File: config.mk
export PLATFORM = sky130hd
export DESIGN_NAME = dcg_top
export DESIGN_NICKNAME = d
export VERILOG_FILES = /design/src/verilog/dcg_pkg.sv /design/src/verilog/dcg_phase_tap.sv /design/src/verilog/dcg_lock_det.sv /design/src/verilog/dcg_top.sv
export VERILOG_INCLUDE_DIRS = /design/src /design/src/verilog
export SDC_FILE = /design/constraint.sdc
export NUM_CORES = 1
export LEC_CHECK = 0
export BUFFER_PORTS_ARGS = -buffer_cell sky130_fd_sc_hd__buf_4
export CAP_MARGIN = 10
export CORE_MARGIN = 10
export CORE_UTILIZATION = 65
export CTS_CLUSTER_DIAMETER = 150
export CTS_CLUSTER_SIZE = 28
export DETAILED_ROUTE_END_ITERATION = 12
export PLACE_DENSITY = 0.81
export SETUP_SLACK_MARGIN = 0.3
export SLEW_MARGIN = 20
export SYNTH_ARGS = -nofsm -noshare
export SYNTH_HDL_FRONTEND = slang
export SYNTH_SLANG_ARGS = --single-unit
File: constraint.sdc
create_clock -name mclk -period 6.9 [get_ports mclk]
set_input_delay 0 -clock mclk [delete_from_list [all_inputs] [get_ports mclk]]
set_output_delay 0 -clock mclk [all_outputs]
set_load 0.005 [all_outputs]
File: src/verilog/dcg_cfg.svh
// constants of the delay-locked clock output generator: offsets, reset values, counts
// assumes inclusion by bare name from the tap, lock detector and top design files of the block
//
// Summary of operation
// - locked doubled output runs 2x at 50/50
// - unlocked doubled output is 1x at 25/75
// - high-frequency variant drives no doubled output
// - divided output divides by configured factor
// - divided 50/50, except fast-mode 1/3 and 2/5
// - zero-degree output is deskewed source copy
// - 90/180/270 copies; high-frequency mode only 180
// - copies lag by 25, 50, 75 percent
// - duty correction on gives 50/50 1x outputs
// - correction off follows source duty cycle
// - lock indicator only after lock achieved
// - hold configuration completion until lock if enabled
// - loop reset returns delay taps to zero
`ifndef DCG_CFG_SVH
`define DCG_CFG_SVH

// ****************************************************************
// measurement and alignment
// ****************************************************************
`define DCG_PERIOD_W 12
`define DCG_COMP_LAT 4
`define DCG_LOCK_PERIODS 3000
`define DCG_LOCK_TOL 1
`define DCG_MATCH_W 12

// ****************************************************************
// divide factors in half-source-period units
// ****************************************************************
`define DCG_HU_W 6
`define DCG_HU_1P5 6'h03
`define DCG_HU_2 6'h04
`define DCG_HU_2P5 6'h05
`define DCG_HU_3 6'h06
`define DCG_HU_4 6'h08
`define DCG_HU_5 6'h0a
`define DCG_HU_8 6'h10
`define DCG_HU_16 6'h20

// ****************************************************************
// reset values
// ****************************************************************
`define DCG_OUT_RST 1'b0
`define DCG_LOCK_RST 1'b0

`endif

File: src/verilog/dcg_pkg.sv
// types of the delay-locked clock output generator
// assumes nothing beyond a systemverilog compiler
package dcg_pkg;

  // divided output factor selection
  typedef enum logic [2:0] {
    DCG_DIV_1P5,
    DCG_DIV_2,
    DCG_DIV_2P5,
    DCG_DIV_3,
    DCG_DIV_4,
    DCG_DIV_5,
    DCG_DIV_8,
    DCG_DIV_16
  } dcg_div_type;

  // static configuration, set before the loop is released
  typedef struct packed {
    logic high_freq_mode;          // high-frequency variant
    logic dcc_enable;              // duty-cycle correction
    logic hold_config_until_lock;  // delay configuration completion
    dcg_div_type divide_factor_cfg; // divided output factor
  } dcg_cfg_type;

  // generated clock bundle
  typedef struct packed {
    logic phase0_out;
    logic phase90_out;
    logic phase180_out;
    logic phase270_out;
    logic double_freq_out;
    logic divided_clk_out;
  } dcg_clk_out_type;

endpackage

File: src/verilog/dcg_phase_tap.sv
// one phase tap: a registered clock that is high for width cycles after
// a shift point within the measured source period
// assumes pos already wraps at period and shift is below period
`timescale 1ns/1ps
`default_nettype none
`include "dcg_cfg.svh"
module dcg_phase_tap #(
  parameter int PW = `DCG_PERIOD_W
) (
  // clock and reset
  input wire logic mclk,
  input wire logic rstn,
  // timing inputs
  input wire logic [PW-1:0] pos,
  input wire logic [PW-1:0] period,
  input wire logic [PW-1:0] shift,
  input wire logic [PW-1:0] width,
  input wire logic enable,
  // tap output
  output logic tap_out
);
  logic tap_q;
  logic tap_d;
  logic [PW-1:0] rel; // position relative to this tap's rising point

  // fold the shift back into the period so the tap lags phase zero
  always_comb begin
    rel = (pos >= shift) ? (pos - shift) : (pos + period - shift);
    tap_d = enable & (rel < width);
  end

  // registered so the clock leaves the block without combinational hazards
  always_ff @(posedge mclk or negedge rstn) begin
    if (!rstn) begin
      tap_q <= `DCG_OUT_RST;
    end else begin
      tap_q <= tap_d;
    end
  end

  assign tap_out = tap_q;
endmodule
`default_nettype wire

File: src/verilog/dcg_lock_det.sv
// lock detector: counts consecutive source periods whose length agrees
// with the previous one and declares lock after enough of them
// assumes sample is a one-cycle pulse per source period on mclk
`timescale 1ns/1ps
`default_nettype none
`include "dcg_cfg.svh"
module dcg_lock_det #(
  parameter int PW = `DCG_PERIOD_W,
  parameter int LOCK_PERIODS = `DCG_LOCK_PERIODS
) (
  // clock and reset
  input wire logic mclk,
  input wire logic rstn,
  // measurement
  input wire logic clear,
  input wire logic sample,
  input wire logic [PW-1:0] period,
  // status
  output logic locked
);
  logic [PW-1:0] prev_q, prev_d;            // last accepted period
  logic [`DCG_MATCH_W-1:0] match_q, match_d; // agreeing periods so far
  logic locked_q, locked_d;
  logic [PW-1:0] diff;
  logic agree;

  // next state: a mismatch restarts counting and drops lock
  always_comb begin
    diff = (period > prev_q) ? (period - prev_q) : (prev_q - period);
    agree = (period != '0) && (diff <= PW'(`DCG_LOCK_TOL));
    prev_d = prev_q;
    match_d = match_q;
    locked_d = locked_q;
    if (clear) begin
      prev_d = '0;
      match_d = '0;
      locked_d = `DCG_LOCK_RST;
    end else if (sample) begin
      prev_d = period;
      if (!agree) begin
        match_d = '0;
        locked_d = 1'b0;
      end else if (match_q >= `DCG_MATCH_W'(LOCK_PERIODS - 1)) begin
        locked_d = 1'b1;
      end else begin
        match_d = match_q + 1'b1;
      end
    end
  end

  // registers only
  always_ff @(posedge mclk or negedge rstn) begin
    if (!rstn) begin
      prev_q <= '0;
      match_q <= '0;
      locked_q <= `DCG_LOCK_RST;
    end else begin
      prev_q <= prev_d;
      match_q <= match_d;
      locked_q <= locked_d;
    end
  end

  assign locked = locked_q;
endmodule
`default_nettype wire

File: src/verilog/dcg_top.sv
// delay-locked clock output generator: measures the source clock on mclk,
// predicts its edges and rebuilds deskewed, shifted, doubled and divided copies
// assumes source_clk_in is slower than mclk/8 and comes from outside the mclk domain
// assumes cfg and config_done_in are driven by logic on mclk
`timescale 1ns/1ps
`default_nettype none
`include "dcg_cfg.svh"
module dcg_top #(
  parameter int PW = `DCG_PERIOD_W,
  parameter int LOCK_PERIODS = `DCG_LOCK_PERIODS
) (
  // clock and reset
  input wire logic mclk,
  input wire logic rstn,
  // pins from outside the clock domain
  input wire logic source_clk_in,
  input wire logic loop_rst_in,
  // configuration from on-chip logic
  input wire dcg_pkg::dcg_cfg_type cfg,
  input wire logic config_done_in,
  // generated clocks and status
  output dcg_pkg::dcg_clk_out_type clk_out,
  output logic locked_out,
  output logic config_release_out
);
  import dcg_pkg::*;

  localparam int DW = PW + `DCG_HU_W; // divided period counter width

  // ****************************************************************
  // input synchronisers
  // ****************************************************************
  logic src_meta_q, src_sync_q, src_prev_q; // source clock, two stages and history
  logic rst_meta_q, rst_sync_q;             // loop reset pin, two stages
  logic rise, fall;

  // plain two-flop chains; only the second stage and the source history feed logic
  always_ff @(posedge mclk or negedge rstn) begin
    if (!rstn) begin
      src_meta_q <= 1'b0;
      src_sync_q <= 1'b0;
      src_prev_q <= 1'b0;
      rst_meta_q <= 1'b1;
      rst_sync_q <= 1'b1;
    end else begin
      src_meta_q <= source_clk_in;
      src_sync_q <= src_meta_q;
      src_prev_q <= src_sync_q;
      rst_meta_q <= loop_rst_in;
      rst_sync_q <= rst_meta_q;
    end
  end

  // edge strobes of the synchronised source
  always_comb begin
    rise = src_sync_q & ~src_prev_q;
    fall = ~src_sync_q & src_prev_q;
  end

  // ****************************************************************
  // period and high-time measurement
  // ****************************************************************
  logic [PW-1:0] cnt_q, cnt_d;       // cycles since last rising edge
  logic [PW-1:0] period_q, period_d; // last full source period
  logic [PW-1:0] high_q, high_d;     // last source high time
  logic sat;

  // a saturated counter means the source stopped; report period zero so
  // the lock detector sees a mismatch rather than a bogus value
  always_comb begin
    sat = &cnt_q;
    cnt_d = cnt_q;
    period_d = period_q;
    high_d = high_q;
    if (rst_sync_q) begin
      cnt_d = '0;
      period_d = '0;
      high_d = '0;
    end else begin
      if (rise) begin
        cnt_d = '0;
        period_d = sat ? '0 : (cnt_q + 1'b1);
      end else if (!sat) begin
        cnt_d = cnt_q + 1'b1;
      end
      if (fall) begin
        high_d = cnt_q + 1'b1; // kept for uncorrected duty
      end
    end
  end

  // registers only
  always_ff @(posedge mclk or negedge rstn) begin
    if (!rstn) begin
      cnt_q <= '0;
      period_q <= '0;
      high_q <= '0;
    end else begin
      cnt_q <= cnt_d;
      period_q <= period_d;
      high_q <= high_d;
    end
  end

  // ****************************************************************
  // lock detection
  // ****************************************************************
  logic locked;

  // held clear during loop reset so lock must be earned again
  dcg_lock_det #(
    .PW(PW),
    .LOCK_PERIODS(LOCK_PERIODS)
  ) u_lock (
    .mclk(mclk),
    .rstn(rstn),
    .clear(rst_sync_q),
    .sample(rise),
    .period(period_d),
    .locked(locked)
  );

  // ****************************************************************
  // predicted phase position
  // ****************************************************************
  logic [PW-1:0] pos_q, pos_d; // zero at the true source rising edge
  logic [PW-1:0] pos_inc;

  // the synchroniser and output register delay the seen edge, so the
  // position is re-anchored ahead by that latency; between edges it
  // free-runs and wraps, which puts phase zero on the real source edge
  always_comb begin
    pos_inc = pos_q + 1'b1;
    if (rst_sync_q) begin
      pos_d = '0;
    end else if (rise) begin
      pos_d = PW'(`DCG_COMP_LAT);
    end else if (pos_inc >= period_q) begin
      pos_d = '0;
    end else begin
      pos_d = pos_inc;
    end
  end

  // registers only
  always_ff @(posedge mclk or negedge rstn) begin
    if (!rstn) begin
      pos_q <= '0;
    end else begin
      pos_q <= pos_d;
    end
  end

  // ****************************************************************
  // 1x outputs: zero, 90, 180 and 270 degrees
  // ****************************************************************
  logic [PW-1:0] half, quarter, width;
  logic [PW-1:0] shift_tab [4];
  logic [3:0] tap_en;
  logic [3:0] tap_bits;
  logic run;

  // outputs stay low during loop reset; with correction off the measured
  // high time is reused, so jitter on the source duty passes through
  always_comb begin
    run = ~rst_sync_q;
    half = period_q >> 1;
    quarter = period_q >> 2;
    width = cfg.dcc_enable ? half : high_q;
    shift_tab[0] = '0;
    shift_tab[1] = quarter;
    shift_tab[2] = half;
    shift_tab[3] = half + quarter;
    tap_en[0] = run;
    tap_en[1] = run & ~cfg.high_freq_mode;
    tap_en[2] = run;
    tap_en[3] = run & ~cfg.high_freq_mode;
  end

  // one tap per phase
  for (genvar g = 0; g < 4; g++) begin : g_tap
    dcg_phase_tap #(
      .PW(PW)
    ) u_tap (
      .mclk(mclk),
      .rstn(rstn),
      .pos(pos_q),
      .period(period_q),
      .shift(shift_tab[g]),
      .width(width),
      .enable(tap_en[g]),
      .tap_out(tap_bits[g])
    );
  end

  // ****************************************************************
  // doubled output
  // ****************************************************************
  logic dbl_q, dbl_d;
  logic [PW-1:0] pos2;

  // before lock a quarter-period pulse per source period lets the loop
  // pick the right edge; after lock two half-period cycles per period
  always_comb begin
    pos2 = (pos_q >= half) ? (pos_q - half) : pos_q;
    if (!run || cfg.high_freq_mode) begin
      dbl_d = 1'b0;
    end else if (locked) begin
      dbl_d = pos2 < (half >> 1);
    end else begin
      dbl_d = pos_q < quarter;
    end
  end

  // registers only
  always_ff @(posedge mclk or negedge rstn) begin
    if (!rstn) begin
      dbl_q <= `DCG_OUT_RST;
    end else begin
      dbl_q <= dbl_d;
    end
  end

  // ****************************************************************
  // divided output
  // ****************************************************************
  logic [`DCG_HU_W-1:0] hu;
  logic [DW-1:0] div_pos_q, div_pos_d, div_inc, div_tot, div_thr;
  logic div_q, div_d;

  // factor in half source periods, so 1.5 and 2.5 need no fractions
  always_comb begin
    unique case (cfg.divide_factor_cfg)
      DCG_DIV_1P5: hu = `DCG_HU_1P5;
      DCG_DIV_2: hu = `DCG_HU_2;
      DCG_DIV_2P5: hu = `DCG_HU_2P5;
      DCG_DIV_3: hu = `DCG_HU_3;
      DCG_DIV_4: hu = `DCG_HU_4;
      DCG_DIV_5: hu = `DCG_HU_5;
      DCG_DIV_8: hu = `DCG_HU_8;
      DCG_DIV_16: hu = `DCG_HU_16;
    endcase
  end

  // high-frequency non-integer factors give a whole number of half periods
  // high: one of three for 1.5, two of five for 2.5
  always_comb begin
    div_tot = DW'(hu) * DW'(half);
    div_inc = div_pos_q + 1'b1;
    if (cfg.high_freq_mode && cfg.divide_factor_cfg == DCG_DIV_1P5) begin
      div_thr = DW'(half);
    end else if (cfg.high_freq_mode && cfg.divide_factor_cfg == DCG_DIV_2P5) begin
      div_thr = DW'(half) << 1;
    end else begin
      div_thr = div_tot >> 1;
    end
    if (!run) begin
      div_pos_d = '0;
    end else if (div_inc >= div_tot) begin
      div_pos_d = '0;
    end else begin
      div_pos_d = div_inc;
    end
    div_d = run & (div_pos_q < div_thr);
  end

  // registers only
  always_ff @(posedge mclk or negedge rstn) begin
    if (!rstn) begin
      div_pos_q <= '0;
      div_q <= `DCG_OUT_RST;
    end else begin
      div_pos_q <= div_pos_d;
      div_q <= div_d;
    end
  end

  // ****************************************************************
  // status and configuration hold-off
  // ****************************************************************
  logic lock_q, lock_d;
  logic rel_q, rel_d;

  // lock is reported one cycle after the detector so it lines up with
  // the registered clocks; downstream logic must ignore clocks until then
  always_comb begin
    lock_d = locked & run;
    rel_d = config_done_in & (~cfg.hold_config_until_lock | lock_q);
  end

  // registers only
  always_ff @(posedge mclk or negedge rstn) begin
    if (!rstn) begin
      lock_q <= `DCG_LOCK_RST;
      rel_q <= 1'b0;
    end else begin
      lock_q <= lock_d;
      rel_q <= rel_d;
    end
  end

  // ****************************************************************
  // outputs
  // ****************************************************************
  assign clk_out.phase0_out = tap_bits[0];
  assign clk_out.phase90_out = tap_bits[1];
  assign clk_out.phase180_out = tap_bits[2];
  assign clk_out.phase270_out = tap_bits[3];
  assign clk_out.double_freq_out = dbl_q;
  assign clk_out.divided_clk_out = div_q;
  assign locked_out = lock_q;
  assign config_release_out = rel_q;
endmodule
`default_nettype wire

==> results of run 1 <==
## flip-flops by register name, indices dropped and copies added, names as in the netlist
name	cells
config_release_out	1
u_lock.prev_q	12
div_pos_q	18
locked_out	1
cnt_q	12
u_lock.locked	1
src_prev_q	1
period_q	12
high_q	12
src_sync_q	1
g_tap.u_tap.tap_out	4
dbl_q	1
u_lock.match_q	12
div_q	1
rst_meta_q	1
rst_sync_q	1
src_meta_q	1
pos_q	12
## worst max-delay path: cells and delay by family (launching register included)
family                     cells  cell delay [ps]
AOI/OAI and AO/OA              7             1120
xor gates and xnor gates       1              110
adders and majority gates      5             2130
buffers and inverters          3              520
DFF                            1              690
and+or+nand+nor                6             1370
## cell usage in the layout (no fill, tap or decap), types with 46 or more instances in the layout
master / Yosys / layout
a21o_1: 59 / 59
a21oi_1: 126 / 126
and3_1: 46 / 46
dfrtp_1: 102 / 102
fa_1: 47 / 47
ha_1: 241 / 241
inv_1: 137 / 137
nand2_1: 109 / 109
nand3_1: 60 / 60
nor2_1: 115 / 115
nor3_1: 54 / 54
o21ai_0: 63 / 63
xnor2_1: 77 / 77
xor2_1: 52 / 52
## synth_stat cells, types with 47 or more instances
| cell type | count | area, um2 |
|---|---|---|
| ha_1 | 241 | 3020 |
| inv_1 | 137 | 514 |
| a21oi_1 | 126 | 631 |
| nor2_1 | 115 | 432 |
| nand2_1 | 109 | 409 |
| dfrtp_1 | 102 | 2550 |
| xnor2_1 | 77 | 674 |
| o21ai_0 | 63 | 315 |
| nand3_1 | 60 | 300 |
| a21o_1 | 59 | 443 |
| nor3_1 | 54 | 270 |
| clkbuf_1 | 53 | 199 |
| xor2_1 | 52 | 455 |
| fa_1 | 47 | 941 |
## final timing paths
kind	startpoint	to	slack [ps]
min in group asynchronous	rstn	div_pos_q[0]$_DFF_PN0_	100
max reg2reg	period_q[10]$_DFF_PN0_	div_q$_DFF_PN0_	880
max	period_q[10]$_DFF_PN0_	div_q$_DFF_PN0_	880
max in group asynchronous	rstn	period_q[2]$_DFF_PN0_	5490
min	cfg[5]	g_tap[1].u_tap.tap_out$_DFF_PN0_	50
min reg2reg	rst_meta_q$_DFF_PN1_	rst_sync_q$_DFF_PN1_	360
## area by class of cell
class,count,share of cell area (%)
multi-input combinational,1412,72.5
inverter,139,3.49
timing repair buffer,42,2.19
clock inverter,7,0.627
clock buffer,9,1.50
tap,280,2.34
sequential,104,17.4
## timing repair
| action | 4_1_cts | 5_1_grt |
|---|---|---|
| hold buffers | 5 | 0 |
| hold endpoints to repair | 30 | 0 |
| setup endpoints to repair | 0 | 0 |
## cell families after synthesis
family	after synthesis
simple gates	525
compound gates	439
fa+ha+maj	288
buf+inv	209
xor+xnor	130
flops	104
mux	29
other cells	1
## report_power, final
group | switching [mW] | total (mW) | internal, mW
clock | 0.290 | 0.557 | 0.267
combinational | 0.446 | 0.774 | 0.328
sequential | 0.0252 | 0.652 | 0.627
total | 0.761 | 1.98 | 1.22
## metal layers
metal	routed length (um)	GRT usage [%]
met1	16400	34.0
met2	18300	45.5
met3	2630	3.80
met5	0	0
met4	1420	10.9
==> flow_summary.yaml, run 1 <==
hold_path:
  worstHoldPathCells: 4
  worst_hold_path_type: "in -> reg"
synth:
  synth.ff_latch_count: 104
  synthXorXnorAreaFrac_pct: 8.07
  synth_flop_cell: "dfrtp_1"
  synth_top_family_by_area: "adder cells"
  yosys.area_share.simple_pct: 18.4
  netlist_instances: 1725
  synth_compound_area_share_pct: 19.7
  syn_nets: 2024
  synth_cell_types: 81
  ys_seq_area_share_pct: 18.2
  synthesis.area_um2: 14300
  yosys_warnings: 0
  synth_edf_count: 0
  avgSynthCellArea_um2: 8.28
  synthArstFlopShare_pct: 100
  synth_mux_area_share_pct: 2.04
  synthAdderAreaFrac_pct: 27.7
timing:
  fin_ws_ps: 877
  fin_crit_sh_pct: 87.3
  rsz0062_at_grt: "false"
  tns_ps: 0
  drv_slew: 0
  maxSlewHeadroom_pct: 33.8
  holdWs_ps: 52.0
  maxClockFrequency_mhz: 166
  period_minus_slack_ps: 6020
  report.final.hold_viol_count: 0
  fin_worst_skew_ps: 18.8
  tightest_slew_ps: 987
  setup_viol_count_final: 0
clock_network:
  clkTransAtPathRegs_ps: 90
  clockBufferDepth: 2
  cts_root_buf: "clkbuf_16"
  cts_buffers: 9
  cts_setup_buffers: 0
  cts_tree: "done"
  clock_latency_ps: 370
  h-tree-depth: 3
  cts.sinks: 104
  cts-resized-gates: 0
routing:
  wl_per_cell_um: 19.4
  routed_via_density: 6.40
  ant_nets: 0
  drt_iter0_markers: 948
  drcViolationCount: 0
  dr.pass1.iters: 7
  wl_um: 38700
  vias: 12756
setup_path:
  criticalPathCategory: "reg -> reg"
  required_ps: 7190
  slowest_stage: "dfrtp_1"
  cp-start-kind: "flop"
  worstPathArrival_ps: 6320
  end_kind: "flop"
  path_cells: "inv_1, nor3_1, fa_1, fa_1, inv_1, fa_1, inv_1, ha_1, or3_1, o21ai_0, a211oi_1, o21ai_1, nor2b_1, xor2_1, or3_1, ha_1, a21oi_1, nand4_1, o211a_1, o21ai_1, nand2b_1, a21oi_1"
  cpPeakStageDelay_ps: 690
  path_max_fanout: 11
  ff2ff_path_depth: 22
die:
  fp-row-count: 54
  coreArea_um2: 21800
  start_util_pct: 65.7
  dieArea_um2: 28300
  die_y_um: 168
  io_pins: 19
  die_w_um: 168
global_route:
  grt_usage_pct: 27.0
  antenna_found_initial: 0
  overflow: 0
  grt_pass1_vias: 12526
  grt_max_degree: 78
  grt_pass1_wl_um: 63200
layout:
  diodes: 0
  fin_cells: 1993
  post-route-util_pct: 68.8
  fin_area_um2: 15000
  nNetsFinal: 2007
  syn_to_final_growth_pct: 4.79
  fillerInstances: 1804
  multi_input_area_um2: 10800
  layout-drive-gt1-share_pct: 4.20
  regArea_um2: 2610
job:
  max_cap_viol_count: 0
power:
  p_per_area_nw_per_um2: 132
  peakVddDrop_mv: 0.138
  p_leak_nw: 7.41
  total_power_mw: 1.98
placed_design:
  dp.cells: 1972
  gp_congestion: 0.943
  dp_hpwl_um: 29900
  portBuffers: 18
  dpl_cell_area_um2: 14600
  pre_cts_ws_ps: 985
run_status:
  outcome: "finished clean"
Power figures use the tool's default switching activity.
==> inputs of run 2 (changes only) <==
--- a/config.mk
+++ b/config.mk
@@ -13,6 +13,7 @@
 export CTS_CLUSTER_DIAMETER = 150
 export CTS_CLUSTER_SIZE = 28
 export DETAILED_ROUTE_END_ITERATION = 12
+export HOLD_SLACK_MARGIN = 0.06
 export PLACE_DENSITY = 0.81
 export SETUP_SLACK_MARGIN = 0.3
 export SLEW_MARGIN = 20
==> run 2 against run 1 <==
The run now ends with design-rule violations left. Final cell count about the same. Routed wire length about the same. Clock-buffer cell count unchanged. First-iteration DRC count up 3.5%. Hold slack better by 47 ps. Power about the same. Non-clock buffer count up 1. Largest power group unchanged. Highest routed layer unchanged.
==> flow_summary.yaml, run 2 (synthesis results as in run 1) <==
layout:
  final_cell_mix: "ha_1, inv_1, a21oi_1"
  layout_commonest_cell: "ha_1"
  nNetsFinal: 2008
  diodes: 0
  regMostFlops: "div_pos_q"
  layout-drive-gt1-share_pct: 4.20
  fin_cells: 1994
  largest_reg_flops: 18
  syn_to_final_growth_pct: 4.86
routing:
  dr.pass1.iters: 11
  routed_via_density: 6.38
  ant_nets: 0
  drcViolationCount: 1
  wl_per_cell_um: 19.4
  drt_iter0_markers: 981
  wl_um: 38700
  vias: 12714
timing:
  setup_viol_count_final: 0
  fin_crit_sh_pct: 87.5
  fin_ws_ps: 859
  tns_ps: 0
  period_minus_slack_ps: 6040
  maxClockFrequency_mhz: 166
  rsz0062_at_grt: "false"
  drv_slew: 0
  report.final.hold_viol_count: 0
  fin_worst_skew_ps: 17.6
  tightest_slew_ps: 1030
  maxSlewHeadroom_pct: 31.0
setup_path:
  path_cells: "inv_1, nor3_1, fa_1, fa_1, inv_1, fa_1, inv_1, ha_1, or3_1, o21ai_0, a211oi_1, o21ai_1, nor2b_1, xor2_1, or3_1, ha_1, a21oi_1, nand4_1, o211a_1, o21ai_1, nand2b_1, a21oi_1"
  r2r_slack_ps: 860
  worstPathArrival_ps: 6340
  criticalPathCategory: "reg -> reg"
  crit_start: "period_q[10]$_DFF_PN0_"
  cp_top_family: "adder cells"
  path_max_fanout: 11
  end_kind: "flop"
  slowest_stage: "dfrtp_1"
  required_ps: 7200
  crit_buf_inv: 3
  cpPeakStageDelay_ps: 700
  cp-start-kind: "flop"
  rr_startpoint: "period_q[10]$_DFF_PN0_"
die:
  die_y_um: 168
  coreArea_um2: 21800
  io_pins: 19
  dieArea_um2: 28300
  fp-row-count: 54
  start_util_pct: 65.7
  die_w_um: 168
global_route:
  grt_max_degree: 78
  overflow: 0
  antenna_found_initial: 0
  grt_usage_pct: 27.0
  grt_pass1_vias: 12533
  grt_pass1_wl_um: 63200
placed_design:
  dp.cells: 1972
  portBuffers: 18
  pre_cts_ws_ps: 985
  dp_hpwl_um: 29900
  gp_congestion: 0.943
clock_network:
  cts_tree: "done"
  cts_buffers: 9
  h-tree-depth: 3
  cts.sinks: 104
  cts_root_buf: "clkbuf_16"
  clkTransAtPathRegs_ps: 90
  clock_latency_ps: 370
  clockBufferDepth: 2
power:
  peakVddDrop_mv: 0.137
  p_per_area_nw_per_um2: 132
  total_power_mw: 1.98
  p_leak_nw: 7.42
hold_path:
  worst_hold_path_type: "in -> async"
run_status:
  outcome: "finished with violations"
  violations: "design-rule violations"
job:
  max_cap_viol_count: 0
## run 2: final timing paths
kind	endpoint	cells after the start
min in group mclk	src_meta_q$_DFF_PN0_	2
setup / recovery	div_q$_DFF_PN0_	22
max in group asynchronous	period_q[2]$_DFF_PN0_	3
hold reg to reg	rst_sync_q$_DFF_PN1_	0
hold / removal	div_pos_q[0]$_DFF_PN0_	2
setup reg to reg	div_q$_DFF_PN0_	22
## run 2: cell type report
class / instances / area, um2
well taps: 280 / 350
repair buffers: 43 / 338
clock buffers: 9 / 225
flip-flops and latches: 104 / 2610
fillers: 1803 / 6780
clock inverters: 7 / 93.8
multi-input cells: 1412 / 10800
inverters: 139 / 522
## run 2: what timing repair did
action                                  CTS  global route
hold endpoints to repair                 31             0
buffers inserted                          0             0
endpoints found under the setup margin    0             0
hold buffers                              6             0
gates resized for setup                   0             0
## run 2: per-stage QoR
| step | hold slack (ps) | area [um2] | util [%] |
|---|---|---|---|
| floorplan | -296 | 14300 | - |
| global placement | -39.2 | 14600 | 67.1 |
| detailed placement | -37.1 | 14600 | 67.1 |
| CTS | 119 | 15000 | 68.9 |
| global route | 132 | 15000 | 68.9 |
| finish | 98.9 | 15000 | 68.9 |
## run 2: worst register-to-register path: stages (launching register included)
cell	delay [ps]
dfrtp_1	700
inv_1	440
nor3_1	330
fa_1	470
fa_1	490
inv_1	50
fa_1	530
inv_1	40
ha_1	330
or3_1	350
o21ai_0	110
a211oi_1	90
o21ai_1	180
nor2b_1	190
xor2_1	110
or3_1	320
ha_1	310
a21oi_1	200
nand4_1	100
o211a_1	240
o21ai_1	130
nand2b_1	80
a21oi_1	170
## run 2: layer usage
metal	up-vias	global-route usage (%)	share of wire (%)
met4	0	10.9	3.6
li1	6131	-	-
met3	100	3.80	7.2
met2	497	45.5	47
met1	5986	33.9	42
met5	-	0	0
## run 2: power breakdown
| part | total, mW | leakage [nW] | internal (mW) | switching (mW) |
|---|---|---|---|---|
| clock | 0.557 | 0.154 | 0.267 | 0.291 |
| combinational | 0.774 | 5.85 | 0.328 | 0.446 |
| sequential | 0.652 | 1.42 | 0.627 | 0.0252 |
| total | 1.98 | 7.42 | 1.22 | 0.761 |
